**src/ntsr_pkg.sv**
```systemverilog
// package: constants for the nand tree test and soft reset block
`default_nettype none
package ntsr_pkg;
   // strap and chain
   localparam int           MODE_W          = 5;
   localparam logic [4:0]   MODE_NAND_TREE  = 5'h04;
   localparam int           CHAIN_LEN       = 17;
   // register bus
   localparam int           ADDR_W          = 5;
   localparam int           DATA_W          = 16;
   localparam logic [4:0]   ADDR_BASIC_CTRL = 5'h00;
   localparam logic [4:0]   ADDR_CTRL       = 5'h01;
   localparam logic [4:0]   ADDR_IO_TUNE    = 5'h02;
   localparam logic [4:0]   ADDR_RX_DLL     = 5'h03;
   localparam logic [4:0]   ADDR_TX_DLL     = 5'h04;
   localparam logic [4:0]   ADDR_TRIM       = 5'h05;
   localparam logic [4:0]   ADDR_OVR_LO     = 5'h06;
   localparam logic [4:0]   ADDR_OVR_HI     = 5'h07;
   localparam logic [4:0]   ADDR_STRAP_CFG  = 5'h08;
   localparam logic [4:0]   ADDR_DBG_CTRL2  = 5'h09;
   localparam logic [4:0]   ADDR_STATUS     = 5'h0A;
   localparam logic [4:0]   ADDR_ANA_BASE   = 5'h10;
   localparam int           ANA_NUM         = 7;
   // field positions
   localparam int           BIT_SOFT_RST    = 15;
   localparam int           BIT_LOGIC_RST   = 0;
   localparam int           BIT_AFE_RST     = 0;
   // reset values
   localparam logic [15:0]  RST_BASIC_CTRL  = 16'h1140;
   localparam logic [15:0]  RST_CTRL        = 16'h0000;
   localparam logic [15:0]  RST_IO_TUNE     = 16'h0000;
   localparam logic [15:0]  RST_RX_DLL      = 16'h0000;
   localparam logic [15:0]  RST_TX_DLL      = 16'h0000;
   localparam logic [15:0]  RST_TRIM        = 16'h0000;
   localparam logic [15:0]  RST_OVR        = 16'h0000;
   localparam logic [15:0]  RST_ANA         = 16'h0000;
   // timing: soft reset sequence length
   localparam int           RST_TIME_NS     = 1000;
   localparam int           CLK_PERIOD_NS   = 100;
   localparam logic [7:0]   RST_CYCLES      =
      8'((RST_TIME_NS + CLK_PERIOD_NS - 1) / CLK_PERIOD_NS);
   typedef enum logic [1:0]
   {
      NTSR_IDLE  = 2'b00,
      NTSR_RESET = 2'b01,
      NTSR_DONE  = 2'b11
   } ntsr_state_e;
endpackage
`default_nettype wire

```
**src/ntsr_nand_chain.sv**
```systemverilog
// module: nand chain evaluated over ordered pins, registered result
`default_nettype none
module ntsr_nand_chain
   import ntsr_pkg::*;
(
   input  wire logic                  clk,
   input  wire logic                  rst_n,
   input  wire logic                  clkEn,
   input  wire logic [CHAIN_LEN-1:0]  chainIn,
   output logic                       treeOut
);
   logic [CHAIN_LEN:0] stage;
   logic               treeOut_next;

   assign stage[0] = 1'b1;
   genvar i;
   generate
      for (i = 0; i < CHAIN_LEN; i++)
      begin : g_stage
         assign stage[i+1] = ~(chainIn[i] & stage[i]);
      end
   endgenerate
   assign treeOut_next = ~stage[CHAIN_LEN];

   always_ff @(posedge clk)
   begin
      if (!rst_n)
         treeOut <= 1'b0;
      else if (clkEn)
         treeOut <= treeOut_next;
   end
endmodule
`default_nettype wire

```
**src/ntsr_reset_seq.sv**
```systemverilog
// module: soft reset sequencer with self clearing completion
`default_nettype none
module ntsr_reset_seq
   import ntsr_pkg::*;
(
   input  wire logic  clk,
   input  wire logic  rst_n,
   input  wire logic  clkEn,
   input  wire logic  start,
   output logic       busy,
   output logic       done
);
   ntsr_state_e state_reg;
   ntsr_state_e state_next;
   logic [7:0]  cnt_reg;
   logic [7:0]  cnt_next;
   wire         cntLast = (cnt_reg == RST_CYCLES - 8'h01);

   always_comb
   begin
      state_next = state_reg;
      cnt_next   = cnt_reg;
      unique case (state_reg)
         NTSR_IDLE:
            if (start)
            begin
               state_next = NTSR_RESET;
               cnt_next   = 8'h00;
            end
         NTSR_RESET:
            if (cntLast)
               state_next = NTSR_DONE;
            else
               cnt_next = cnt_reg + 8'h01;
         NTSR_DONE:
            state_next = NTSR_IDLE;
         default:
            state_next = NTSR_IDLE;
      endcase
   end

   always_ff @(posedge clk)
   begin
      if (!rst_n)
      begin
         state_reg <= NTSR_IDLE;
         cnt_reg   <= 8'h00;
      end
      else if (clkEn)
      begin
         state_reg <= state_next;
         cnt_reg   <= cnt_next;
      end
   end

   assign busy = (state_reg == NTSR_RESET);
   assign done = (state_reg == NTSR_DONE);
endmodule
`default_nettype wire

```
**src/ntsr_top.sv**
```systemverilog
// module: nand tree test mode and phy soft reset register logic
//
// Added by the designer: the address map and strobed register access.
`default_nettype none
module ntsr_top
   import ntsr_pkg::*;
(
   input  wire logic                         clk,
   input  wire logic                         rst_n,
   input  wire logic                         clkEn,
   input  wire logic [ntsr_pkg::MODE_W-1:0]  modeStrap,
   input  wire logic                         refclkOutEnableStrap,
   input  wire logic                         statusLightB,
   input  wire logic                         statusLightAWakeOut,
   input  wire logic [3:0]                   txd,
   input  wire logic                         txc,
   input  wire logic                         txCtl,
   input  wire logic [3:0]                   rxd,
   input  wire logic                         rxCtl,
   input  wire logic                         rxc,
   input  wire logic                         interruptWakeOut,
   input  wire logic                         mdc,
   input  wire logic                         mdio,
   input  wire logic [ntsr_pkg::ADDR_W-1:0]  regAddr,
   input  wire logic [ntsr_pkg::DATA_W-1:0]  regWdata,
   input  wire logic                         regWr,
   input  wire logic                         regRd,
   output logic      [ntsr_pkg::DATA_W-1:0]  regRdata,
   output logic                              refclkOutTreeResult,
   output logic                              refclkOutTreeOe,
   output logic                              treeMode,
   output logic                              phyLogicReset
);
   import ntsr_pkg::*;

   // strap capture happens only in the first enabled cycle after reset release
   logic                   strapTaken_reg;
   logic [MODE_W-1:0]      strap_reg;
   logic                   clkoeStrap_reg;
   logic [DATA_W-1:0]      basicCtrl_reg;
   logic [DATA_W-1:0]      ctrl_reg;
   logic [DATA_W-1:0]      ioTune_reg;
   logic [DATA_W-1:0]      rxDll_reg;
   logic [DATA_W-1:0]      txDll_reg;
   logic [DATA_W-1:0]      trim_reg;
   logic [DATA_W-1:0]      ovrLo_reg;
   logic [DATA_W-1:0]      ovrHi_reg;
   logic [DATA_W-1:0]      dbgCtrl2_reg;
   logic [DATA_W-1:0]      ana_reg [ANA_NUM];
   logic [DATA_W-1:0]      rdata_next;
   logic [CHAIN_LEN-1:0]   chainIn;
   logic                   treeBit;
   logic                   seqBusy;
   logic                   seqDone;

   function automatic logic hit(input logic [ADDR_W-1:0] a,
                                input logic [ADDR_W-1:0] b);
      hit = (a == b);
   endfunction

   // register write decode
   wire wrBasic  = regWr && hit(regAddr, ADDR_BASIC_CTRL);
   wire wrCtrl   = regWr && hit(regAddr, ADDR_CTRL);
   wire wrIoTune = regWr && hit(regAddr, ADDR_IO_TUNE);
   wire wrRxDll  = regWr && hit(regAddr, ADDR_RX_DLL);
   wire wrTxDll  = regWr && hit(regAddr, ADDR_TX_DLL);
   wire wrTrim   = regWr && hit(regAddr, ADDR_TRIM);
   wire wrOvrLo  = regWr && hit(regAddr, ADDR_OVR_LO);
   wire wrOvrHi  = regWr && hit(regAddr, ADDR_OVR_HI);
   wire wrDbg2   = regWr && hit(regAddr, ADDR_DBG_CTRL2);
   wire [ADDR_W-1:0] anaIdx = regAddr - ADDR_ANA_BASE;
   wire anaSel = (regAddr >= ADDR_ANA_BASE) &&
                 (anaIdx < ADDR_W'(ANA_NUM));

   wire softStart = wrBasic && regWdata[BIT_SOFT_RST];
   wire softRst   = seqDone;
   wire afeRst    = wrDbg2 && regWdata[BIT_AFE_RST];
   // the low override register steers the effective mode when nonzero
   wire [MODE_W-1:0] effMode = (ovrLo_reg != RST_OVR) ?
                               ovrLo_reg[MODE_W-1:0] : strap_reg;

   assign chainIn = {mdio, mdc, interruptWakeOut, rxc, rxCtl,
                     rxd[0], rxd[1], rxd[2], rxd[3], txCtl, txc,
                     txd[3], txd[2], txd[1], txd[0],
                     statusLightAWakeOut, statusLightB};

   ntsr_nand_chain u_chain
   (
      .clk     (clk),
      .rst_n   (rst_n),
      .clkEn   (clkEn),
      .chainIn (chainIn),
      .treeOut (treeBit)
   );

   ntsr_reset_seq u_seq
   (
      .clk   (clk),
      .rst_n (rst_n),
      .clkEn (clkEn),
      .start (softStart),
      .busy  (seqBusy),
      .done  (seqDone)
   );

   // straps captured once; soft reset never reloads them
   always_ff @(posedge clk)
   begin
      if (!rst_n)
      begin
         strapTaken_reg <= 1'b0;
         strap_reg      <= '0;
         clkoeStrap_reg <= 1'b0;
      end
      else if (clkEn && !strapTaken_reg)
      begin
         strapTaken_reg <= 1'b1;
         strap_reg      <= modeStrap;
         clkoeStrap_reg <= refclkOutEnableStrap;
      end
   end

   // soft-reset defaults; trims and overrides not touched
   always_ff @(posedge clk)
   begin
      if (!rst_n)
      begin
         basicCtrl_reg <= RST_BASIC_CTRL;
         ctrl_reg      <= RST_CTRL;
         ioTune_reg    <= RST_IO_TUNE;
         rxDll_reg     <= RST_RX_DLL;
         txDll_reg     <= RST_TX_DLL;
         dbgCtrl2_reg  <= '0;
      end
      else if (clkEn)
      begin
         if (softRst)
         begin
            basicCtrl_reg <= RST_BASIC_CTRL;
            ctrl_reg      <= RST_CTRL;
            ioTune_reg    <= RST_IO_TUNE;
            rxDll_reg     <= RST_RX_DLL;
            txDll_reg     <= RST_TX_DLL;
            dbgCtrl2_reg  <= '0;
         end
         else
         begin
            if (wrBasic)
               basicCtrl_reg <= regWdata;
            // logic reset self clears: a one-cycle pulse
            if (wrCtrl)
               ctrl_reg <= regWdata;
            else
               ctrl_reg[BIT_LOGIC_RST] <= 1'b0;
            if (wrIoTune)
               ioTune_reg <= regWdata;
            if (wrRxDll)
               rxDll_reg <= regWdata;
            if (wrTxDll)
               txDll_reg <= regWdata;
            if (wrDbg2)
               dbgCtrl2_reg <= regWdata & ~(16'h0001 << BIT_AFE_RST);
         end
      end
   end

   always_ff @(posedge clk)
   begin
      if (!rst_n)
      begin
         trim_reg  <= RST_TRIM;
         ovrLo_reg <= RST_OVR;
         ovrHi_reg <= RST_OVR;
      end
      else if (clkEn)
      begin
         if (wrTrim)
            trim_reg <= regWdata;
         if (wrOvrLo)
            ovrLo_reg <= regWdata;
         if (wrOvrHi)
            ovrHi_reg <= regWdata;
      end
   end

   // analog registers: only hard reset or analog reset bit
   always_ff @(posedge clk)
   begin
      for (int k = 0; k < ANA_NUM; k++)
      begin
         if (!rst_n)
            ana_reg[k] <= RST_ANA;
         else if (clkEn)
         begin
            if (afeRst)
               ana_reg[k] <= RST_ANA;
            else if (regWr && anaSel && anaIdx == ADDR_W'(k))
               ana_reg[k] <= regWdata;
         end
      end
   end

   always_comb
   begin
      rdata_next = '0;
      if (anaSel)
         rdata_next = ana_reg[anaIdx[2:0]];
      else
         unique case (regAddr)
            ADDR_BASIC_CTRL: rdata_next = basicCtrl_reg;
            ADDR_CTRL:       rdata_next = ctrl_reg;
            ADDR_IO_TUNE:    rdata_next = ioTune_reg;
            ADDR_RX_DLL:     rdata_next = rxDll_reg;
            ADDR_TX_DLL:     rdata_next = txDll_reg;
            ADDR_TRIM:       rdata_next = trim_reg;
            ADDR_OVR_LO:     rdata_next = ovrLo_reg;
            ADDR_OVR_HI:     rdata_next = ovrHi_reg;
            ADDR_STRAP_CFG:  rdata_next = {10'h000, clkoeStrap_reg, effMode};
            ADDR_DBG_CTRL2:  rdata_next = dbgCtrl2_reg;
            ADDR_STATUS:     rdata_next = {13'h0000, seqBusy,
                                           treeMode, strapTaken_reg};
            default:         rdata_next = '0;
         endcase
   end

   always_ff @(posedge clk)
   begin
      if (!rst_n)
      begin
         regRdata            <= '0;
         treeMode            <= 1'b0;
         refclkOutTreeResult <= 1'b0;
         refclkOutTreeOe     <= 1'b0;
         phyLogicReset       <= 1'b0;
      end
      else if (clkEn)
      begin
         regRdata <= regRd ? rdata_next : '0;
         treeMode <= strapTaken_reg && (strap_reg == MODE_NAND_TREE);
         refclkOutTreeResult <= treeMode ? treeBit : 1'b0;
         refclkOutTreeOe     <= clkoeStrap_reg;
         // logic reset leaves registers alone, pulses the core reset
         phyLogicReset <= ctrl_reg[BIT_LOGIC_RST] || seqBusy;
      end
   end

   // helper: enabled edges since an accepted soft reset strobe
   logic [3:0] softAge;
   wire  [3:0] softAgeEnd = 4'(RST_CYCLES) + 4'h2;

   always_ff @(posedge clk)
   begin
      if (!rst_n)
         softAge <= 4'h0;
      else if (clkEn)
      begin
         if (softStart && !seqBusy && !seqDone)
            softAge <= 4'h1;
         else if (softAge != 4'h0 && softAge != softAgeEnd)
            softAge <= softAge + 4'h1;
      end
   end
endmodule
`default_nettype wire

```
**config.mk**
```make
export PLATFORM = sky130hd
export DESIGN_NAME = ntsr_top
export DESIGN_NICKNAME = d
export VERILOG_FILES = /design/src/ntsr_pkg.sv /design/src/ntsr_nand_chain.sv /design/src/ntsr_reset_seq.sv /design/src/ntsr_top.sv
export SDC_FILE = /design/constraint.sdc
export NUM_CORES = 1
export LEC_CHECK = 0
export ABC_AREA = 1
export BUFFER_PORTS_ARGS = -buffer_cell sky130_fd_sc_hd__buf_4
export CELL_PAD_IN_SITES_DETAIL_PLACEMENT = 1
export CELL_PAD_IN_SITES_GLOBAL_PLACEMENT = 2
export CORE_MARGIN = 10
export CORE_UTILIZATION = 34
export CTS_BUF_LIST = sky130_fd_sc_hd__clkbuf_4 sky130_fd_sc_hd__clkbuf_8 sky130_fd_sc_hd__clkbuf_16
export DETAILED_ROUTE_END_ITERATION = 8
export PLACE_DENSITY = 0.73
export SETUP_SLACK_MARGIN = 0.02
export SLEW_MARGIN = 10
export SYNTH_ARGS = -nofsm -noshare
export SYNTH_HDL_FRONTEND = slang
export SYNTH_SLANG_ARGS = --single-unit
```
**constraint.sdc**
```tcl
create_clock -name clk -period 2.25 [get_ports clk]
set_input_delay 0.1125 -clock clk [delete_from_list [all_inputs] [get_ports clk]]
set_output_delay 0.1125 -clock clk [all_outputs]
set_load 0.01 [all_outputs]
```
==> results of run 1 <==
## through the flow
stage / area [um2] / instances
2_1_floorplan: 12600 / 1495
3_3_place_gp: 14200 / 2034
3_5_place_dp: 14200 / 2034
4_1_cts: 15600 / 2125
5_1_grt: 15600 / 2125
6_report: 15600 / 2125
## cells in the final DEF, fill, tap and decap left out, types with 20 or more instances in the layout
master / count
dlygate4sd3_1: 26
clkbuf_16: 37
nor2_1: 181
edfxtp_1: 112
o21ai_0: 103
nand3_1: 92
nor3_1: 20
dfxtp_1: 181
inv_1: 102
o22ai_1: 54
a21oi_1: 186
buf_4: 143
nand2_1: 277
## layout make-up
| cell class | count | area, um2 |
|---|---|---|
| fillers | 4294 | 21000 |
| flip-flops and latches | 293 | 6990 |
| multi-input cells | 1007 | 4870 |
| repair buffers | 181 | 1570 |
| clock buffers | 53 | 1080 |
| well taps | 468 | 586 |
| inverters | 111 | 425 |
| clock inverters | 12 | 90.1 |
## tightest hold or removal path: cells and delay by family
family / cells / cell delay, ns
and+or+nand+nor: 3 / 0.27
buffers and inverters: 1 / 0.14
## what timing repair did
| item | in CTS | in global routing |
|---|---|---|
| hold endpoints to repair | 60 | 0 |
| gates resized for setup | 0 | 2 |
| setup endpoints to repair | 0 | 2 |
| hold buffers | 26 | 0 |
## per-layer routing
layer	wire length (um)	part of all wire	global-route usage
met5	0	0	0
met2	22600	0.45	0.343
met1	23700	0.47	0.319
met3	3180	0.063	0.0340
met4	930	0.018	0.0529
## worst max-delay path by stage
stage | to | slack, ns | cells past startpoint
after floorplan | ana_reg[1][0]$_SDFFCE_PN0P_ | 0.09 | 10
after detailed placement | regRdata[0]$_SDFFE_PN0P_ | -0.07 | 13
after global placement | regRdata[0]$_SDFFE_PN0P_ | -0.06 | 13
final | ana_reg[2][4]$_SDFFCE_PN0P_ | 0.26 | 6
after global routing | u_seq.cnt_reg[6]$_SDFFE_PN0P_ | 0.05 | 14
after CTS | u_seq.cnt_reg[7]$_SDFFE_PN0P_ | 0.17 | 13
## power by group
part	switching (W)	internal (W)	total, W	leakage, nW
logic	0.000625	0.000284	0.000909	2.74
clock network	0.00232	0.00346	0.00578	0.599
registers	0.0000527	0.00564	0.00569	2.53
## cells by family after synthesis
kind of cell,share of synthesized area
DFF,0.553
AOI/OAI and AO/OA,0.173
and+or+nand+nor,0.208
adders and majority gates,0.00198
buffers and inverters,0.0633
==> impl_metrics.toml, run 1 <==
[cts]
cts_buffer_depth = 3
clock_sinks = 293
cts_tree = "yes"
cts_root_buffer = "clkbuf_16"
cts.clk_slew.worst_paths_ns = 0.06
cts-buffers-inserted = 36
clock_latency_ns = 0.54
htree_num_levels = 2
cts_setup_buffers = 0

[worst_setup_path]
r2r-start = "ovrLo_reg[13]$_SDFFE_PN0P_"
cpPeakStageDelay_ns = 0.53
end_kind = "register"
crit_buf_inv = 4
arrival_ns = 2.17
crit_fanout = 16
cp_top_family = "buffers and inverters"
rr_worst_depth = 9
cp-startpoint = "clkEn"
crit_required_ns = 2.43
path_class = "in2reg"
cp_slowest_cell = "dlygate4sd3_1"
critPathLaunchType = "input pin"
reg2reg_to = "regRdata[1]$_SDFFE_PN0P_"
crit_chain = "dlygate4sd3_1, buf_4, inv_2, o41ai_1, inv_1, nand2_2"
reg2reg_setup_slack_ns = 0.28

[floorplanning]
die-height_um = 213
initial_core_util = 0.345
dieWidth_um = 213
core-area_mm2 = 0.0366
io_pins = 69
rows = 70
die-area_mm2 = 0.0453

[synth]
ys.flop_type = "dfxtp_1"
syn_area_per_cell_um2 = 8.45
synth_fp_nets = 1546
syn_area_mm2 = 0.0126
ys_async_sr_fraction = 0
yosysTopAreaCell = "dfxtp_1"
yosys-top-cells-count = "283 x nand2_1, 186 x a21oi_1, 181 x dfxtp_1, 181 x nor2_1, 112 x edfxtp_1"
syn_inst = 1495
ys.warnings.count = 0
synth_area_leaders = "dfxtp_1 29%, edfxtp_1 27%, nand2_1 8.4%, a21oi_1 7.4%, nor2_1 5.4%"
ys_seq_elements = 293
yosysMostFrequentCell = "nand2_1"
synth_edf_count = 112
yosysUniqueCellTypes = 45
ys_seq_area_frac = 0.553
synth_top_area_share = 0.287

[route]
dr.pass1.iters = 5
wl_per_cell_um = 23.7
drt_wl_total_um = 50400
drtIter0Drc = 972
drc = 0
via_per_inst = 5.46
postRouteAntennaNets = 0
vias = 11593

[pwr]
total_power_w = 0.0124
power.density_mw_per_mm2 = 793
p_leak_nw = 5.87
ir_drop_uv = 444

[placed_design]
numPortBuffers = 68
pre_cts_slack_ns = -0.0651
dp_hpwl_um = 35400
place_congestion = 0.872

[sta]
clock_skew_ns = 0.0126
fin_crit_sh = 0.885
hold_viol_final = 0
fin_ws_ns = 0.258
rsz0062_at_grt = "no"
fin_crit_ns = 1.99
maxSlewViolCount = 0
timing.fmax_ghz = 0.502
worst_pin_slew_ns = 0.731
relSlewSlack = 0.512
setup_tns_ns = 0
hold_ws_ns = 0.146
setup_viol = 0

[global_route]
antenna_found_initial = 0
grt_pass1_vias = 11375
grt_pass1_wl_um = 75100
grt_overflow = 0
grt_usage = 0.222
grt_max_degree = 105

[min_path]
min_from = "regAddr[3]"
hp-class = "in2reg"
whs_endpoint = "ana_reg[0][15]$_SDFFCE_PN0P_"
whs_path_depth = 4

[cells_and_area]
largest_reg_flops = 112
areaGrowthSynthToFinish_pct = 23.7
final_util = 0.427
drive_above_1_share = 0.158
antenna_cells = 0
num-nets-final = 1681

[status]
status = "finished, final reports clean"

[run]
maxCapViolations = 0
Power figures use the tool's default switching activity.
==> inputs of run 2 (changes only) <==
--- a/config.mk
+++ b/config.mk
@@ -14,6 +14,7 @@
 export CTS_BUF_LIST = sky130_fd_sc_hd__clkbuf_4 sky130_fd_sc_hd__clkbuf_8 sky130_fd_sc_hd__clkbuf_16
 export DETAILED_ROUTE_END_ITERATION = 8
 export PLACE_DENSITY = 0.73
+export RECOVER_POWER = 25
 export SETUP_SLACK_MARGIN = 0.02
 export SLEW_MARGIN = 10
 export SYNTH_ARGS = -nofsm -noshare
==> run 2 against run 1 <==
First-iteration DRC count shrank 3.6%. Clock power is essentially flat. Die area is the same. Register-to-register slack is essentially flat. Wire length is essentially flat. Combinational power shrank 2%. Clock skew shrank 0.0015 ns. Non-clock buffer count is the same. Fmax shrank 1.9%. Largest cell class unchanged. Largest power group unchanged.
==> impl_metrics.toml, run 2 (synthesis results as in run 1) <==
[cells_and_area]
antenna_cells = 0
final_cell_mix = "281 x nand2_1, 186 x a21oi_1, 181 x nor2_1, 181 x dfxtp_1, 116 x buf_4"
largest_reg_flops = 112
mostFrequentLayoutCell = "nand2_1"
num-nets-final = 1681
ff_latch_area_mm2 = 0.00699
areaGrowthSynthToFinish_pct = 22.3
multi_input_area_mm2 = 0.00480
drive_above_1_share = 0.139
final_util = 0.422
n_fill_cell = 4307

[sta]
clock_skew_ns = 0.0111
relSlewSlack = 0.365
maxSlewViolCount = 0
fin_crit_sh = 0.903
hold_viol_final = 0
setup_tns_ns = 0
setup_viol = 0
fin_crit_ns = 2.03
worst_pin_slew_ns = 0.953
rsz0062_at_grt = "no"
timing.fmax_ghz = 0.492
fin_ws_ns = 0.219

[placed_design]
pre_cts_slack_ns = -0.0651
dp_hpwl_um = 35400
place_congestion = 0.872
numPortBuffers = 68

[floorplanning]
core-area_mm2 = 0.0366
die-area_mm2 = 0.0453
rows = 70
initial_core_util = 0.345
dieWidth_um = 213
io_pins = 69
die-height_um = 213

[worst_setup_path]
end_kind = "register"
cp_top_family = "compound AO/OA/AOI/OAI gates"
crit_buf_inv = 4
crit_required_ns = 2.64
crit_fanout = 9
arrival_ns = 2.42
crit_cells = 11
rr_worst_depth = 9
path_class = "in2reg"
reg2reg_setup_slack_ns = 0.27
critPathLaunchType = "input pin"
cpPeakStageDelay_ns = 0.41
reg2reg_to = "regRdata[1]$_SDFFE_PN0P_"
cp_slowest_cell = "o21ai_0"
crit_chain = "buf_4, inv_1, nand2_1, inv_1, nand2_1, clkbuf_1, o211ai_1, a211oi_1, nand3_1, o21ai_0, a21oi_1"
r2r-start = "ovrLo_reg[13]$_SDFFE_PN0P_"

[route]
dr.pass1.iters = 5
drt_wl_total_um = 50400
drtIter0Drc = 937
drc = 0
via_per_inst = 5.43
wl_per_cell_um = 23.7
postRouteAntennaNets = 0
vias = 11548

[pwr]
ir_drop_uv = 440
seqPwrFrac = 0.460
clkPwrFrac = 0.468
switchingPower_w = 0.00299
switching_share = 0.242
p_leak_nw = 5.73
intPower_w = 0.00937
total_power_w = 0.0124
comb_power_share = 0.072
power.density_mw_per_mm2 = 801

[global_route]
grt_usage = 0.222
grt_max_degree = 105
grt_pass1_vias = 11375
grt_pass1_wl_um = 75100
grt_overflow = 0
antenna_found_initial = 0

[cts]
cts.clk_slew.worst_paths_ns = 0.06
cts_buffer_depth = 3
cts-buffers-inserted = 36
clock_latency_ns = 0.53
cts_tree = "yes"
clock_sinks = 293
htree_num_levels = 2
cts_root_buffer = "clkbuf_16"

[min_path]
whs_path_depth = 5
hp-class = "in2reg"
whs_endpoint = "u_seq.state_reg[0]$_SDFFE_PN0P_"
min_from = "regWr"

[run]
maxCapViolations = 0

[status]
status = "finished, final reports clean"
## run 2: timing repair
| action | in CTS | in global routing |
|---|---|---|
| gates resized for setup | 0 | 2 |
| endpoints found under the setup margin | 0 | 2 |
| buffers inserted | 0 | 0 |
| hold buffers | 26 | 0 |
| hold endpoints to repair | 60 | 0 |
## run 2: layer usage
layer  GRT usage  up-vias  part of all wire  wire, um
met5           0        -                 0         0
met4      0.0529        0             0.018       885
met3      0.0340       52             0.058      2910
met2       0.343      324              0.45     22500
met1       0.319     5787              0.48     24100
li1            -     5385                 -         -
## run 2: worst max-delay path by stage
| stage | start | endpoint |
|---|---|---|
| after global routing | u_seq.cnt_reg[1]$_SDFFE_PN0P_ | u_seq.cnt_reg[6]$_SDFFE_PN0P_ |
| after global placement | regAddr[1] | regRdata[0]$_SDFFE_PN0P_ |
| after floorplan | regAddr[4] | ana_reg[1][0]$_SDFFCE_PN0P_ |
| after detailed placement | regAddr[1] | regRdata[0]$_SDFFE_PN0P_ |
| after CTS | u_seq.cnt_reg[1]$_SDFFE_PN0P_ | u_seq.cnt_reg[7]$_SDFFE_PN0P_ |
| final | regAddr[0] | regRdata[0]$_SDFFE_PN0P_ |
## run 2: stage by stage
stage	cells	hold slack [ns]	cell area, um2
after floorplan	1495	0.249	12600
after global placement	2034	0.394	14200
after detailed placement	2034	0.405	14200
after CTS	2125	0.131	15600
after global routing	2125	0.244	15400
final	2125	0.230	15400
## run 2: power by group through the flow
stage / clock, W / combinational (W) / sequential (W)
final: 0.00578 / 0.000892 / 0.00569
after CTS: 0.00586 / 0.000910 / 0.00569
after global routing: 0.00610 / 0.000958 / 0.00570
after floorplan: 0 / 0.000406 / 0.00579
after detailed placement: 0 / 0.000870 / 0.00581
after global placement: 0 / 0.000863 / 0.00580
## run 2: layout make-up
type | count | share of cell area
Sequential cell | 293 | 0.452
Multi-Input combinational cell | 1007 | 0.311
Timing Repair Buffer | 181 | 0.0956
Clock buffer | 53 | 0.0701
Tap cell | 468 | 0.0379
Inverter | 111 | 0.0274
Clock inverter | 12 | 0.00583
## run 2: worst register-to-register path: cells and delay by family (launching register included)
| kind | cells | cell delay, ns |
|---|---|---|
| DFF | 1 | 0.29 |
| AOI/OAI and AO/OA | 3 | 0.56 |
| buffers and inverters | 1 | 0.19 |
| and+or+nand+nor | 5 | 0.87 |
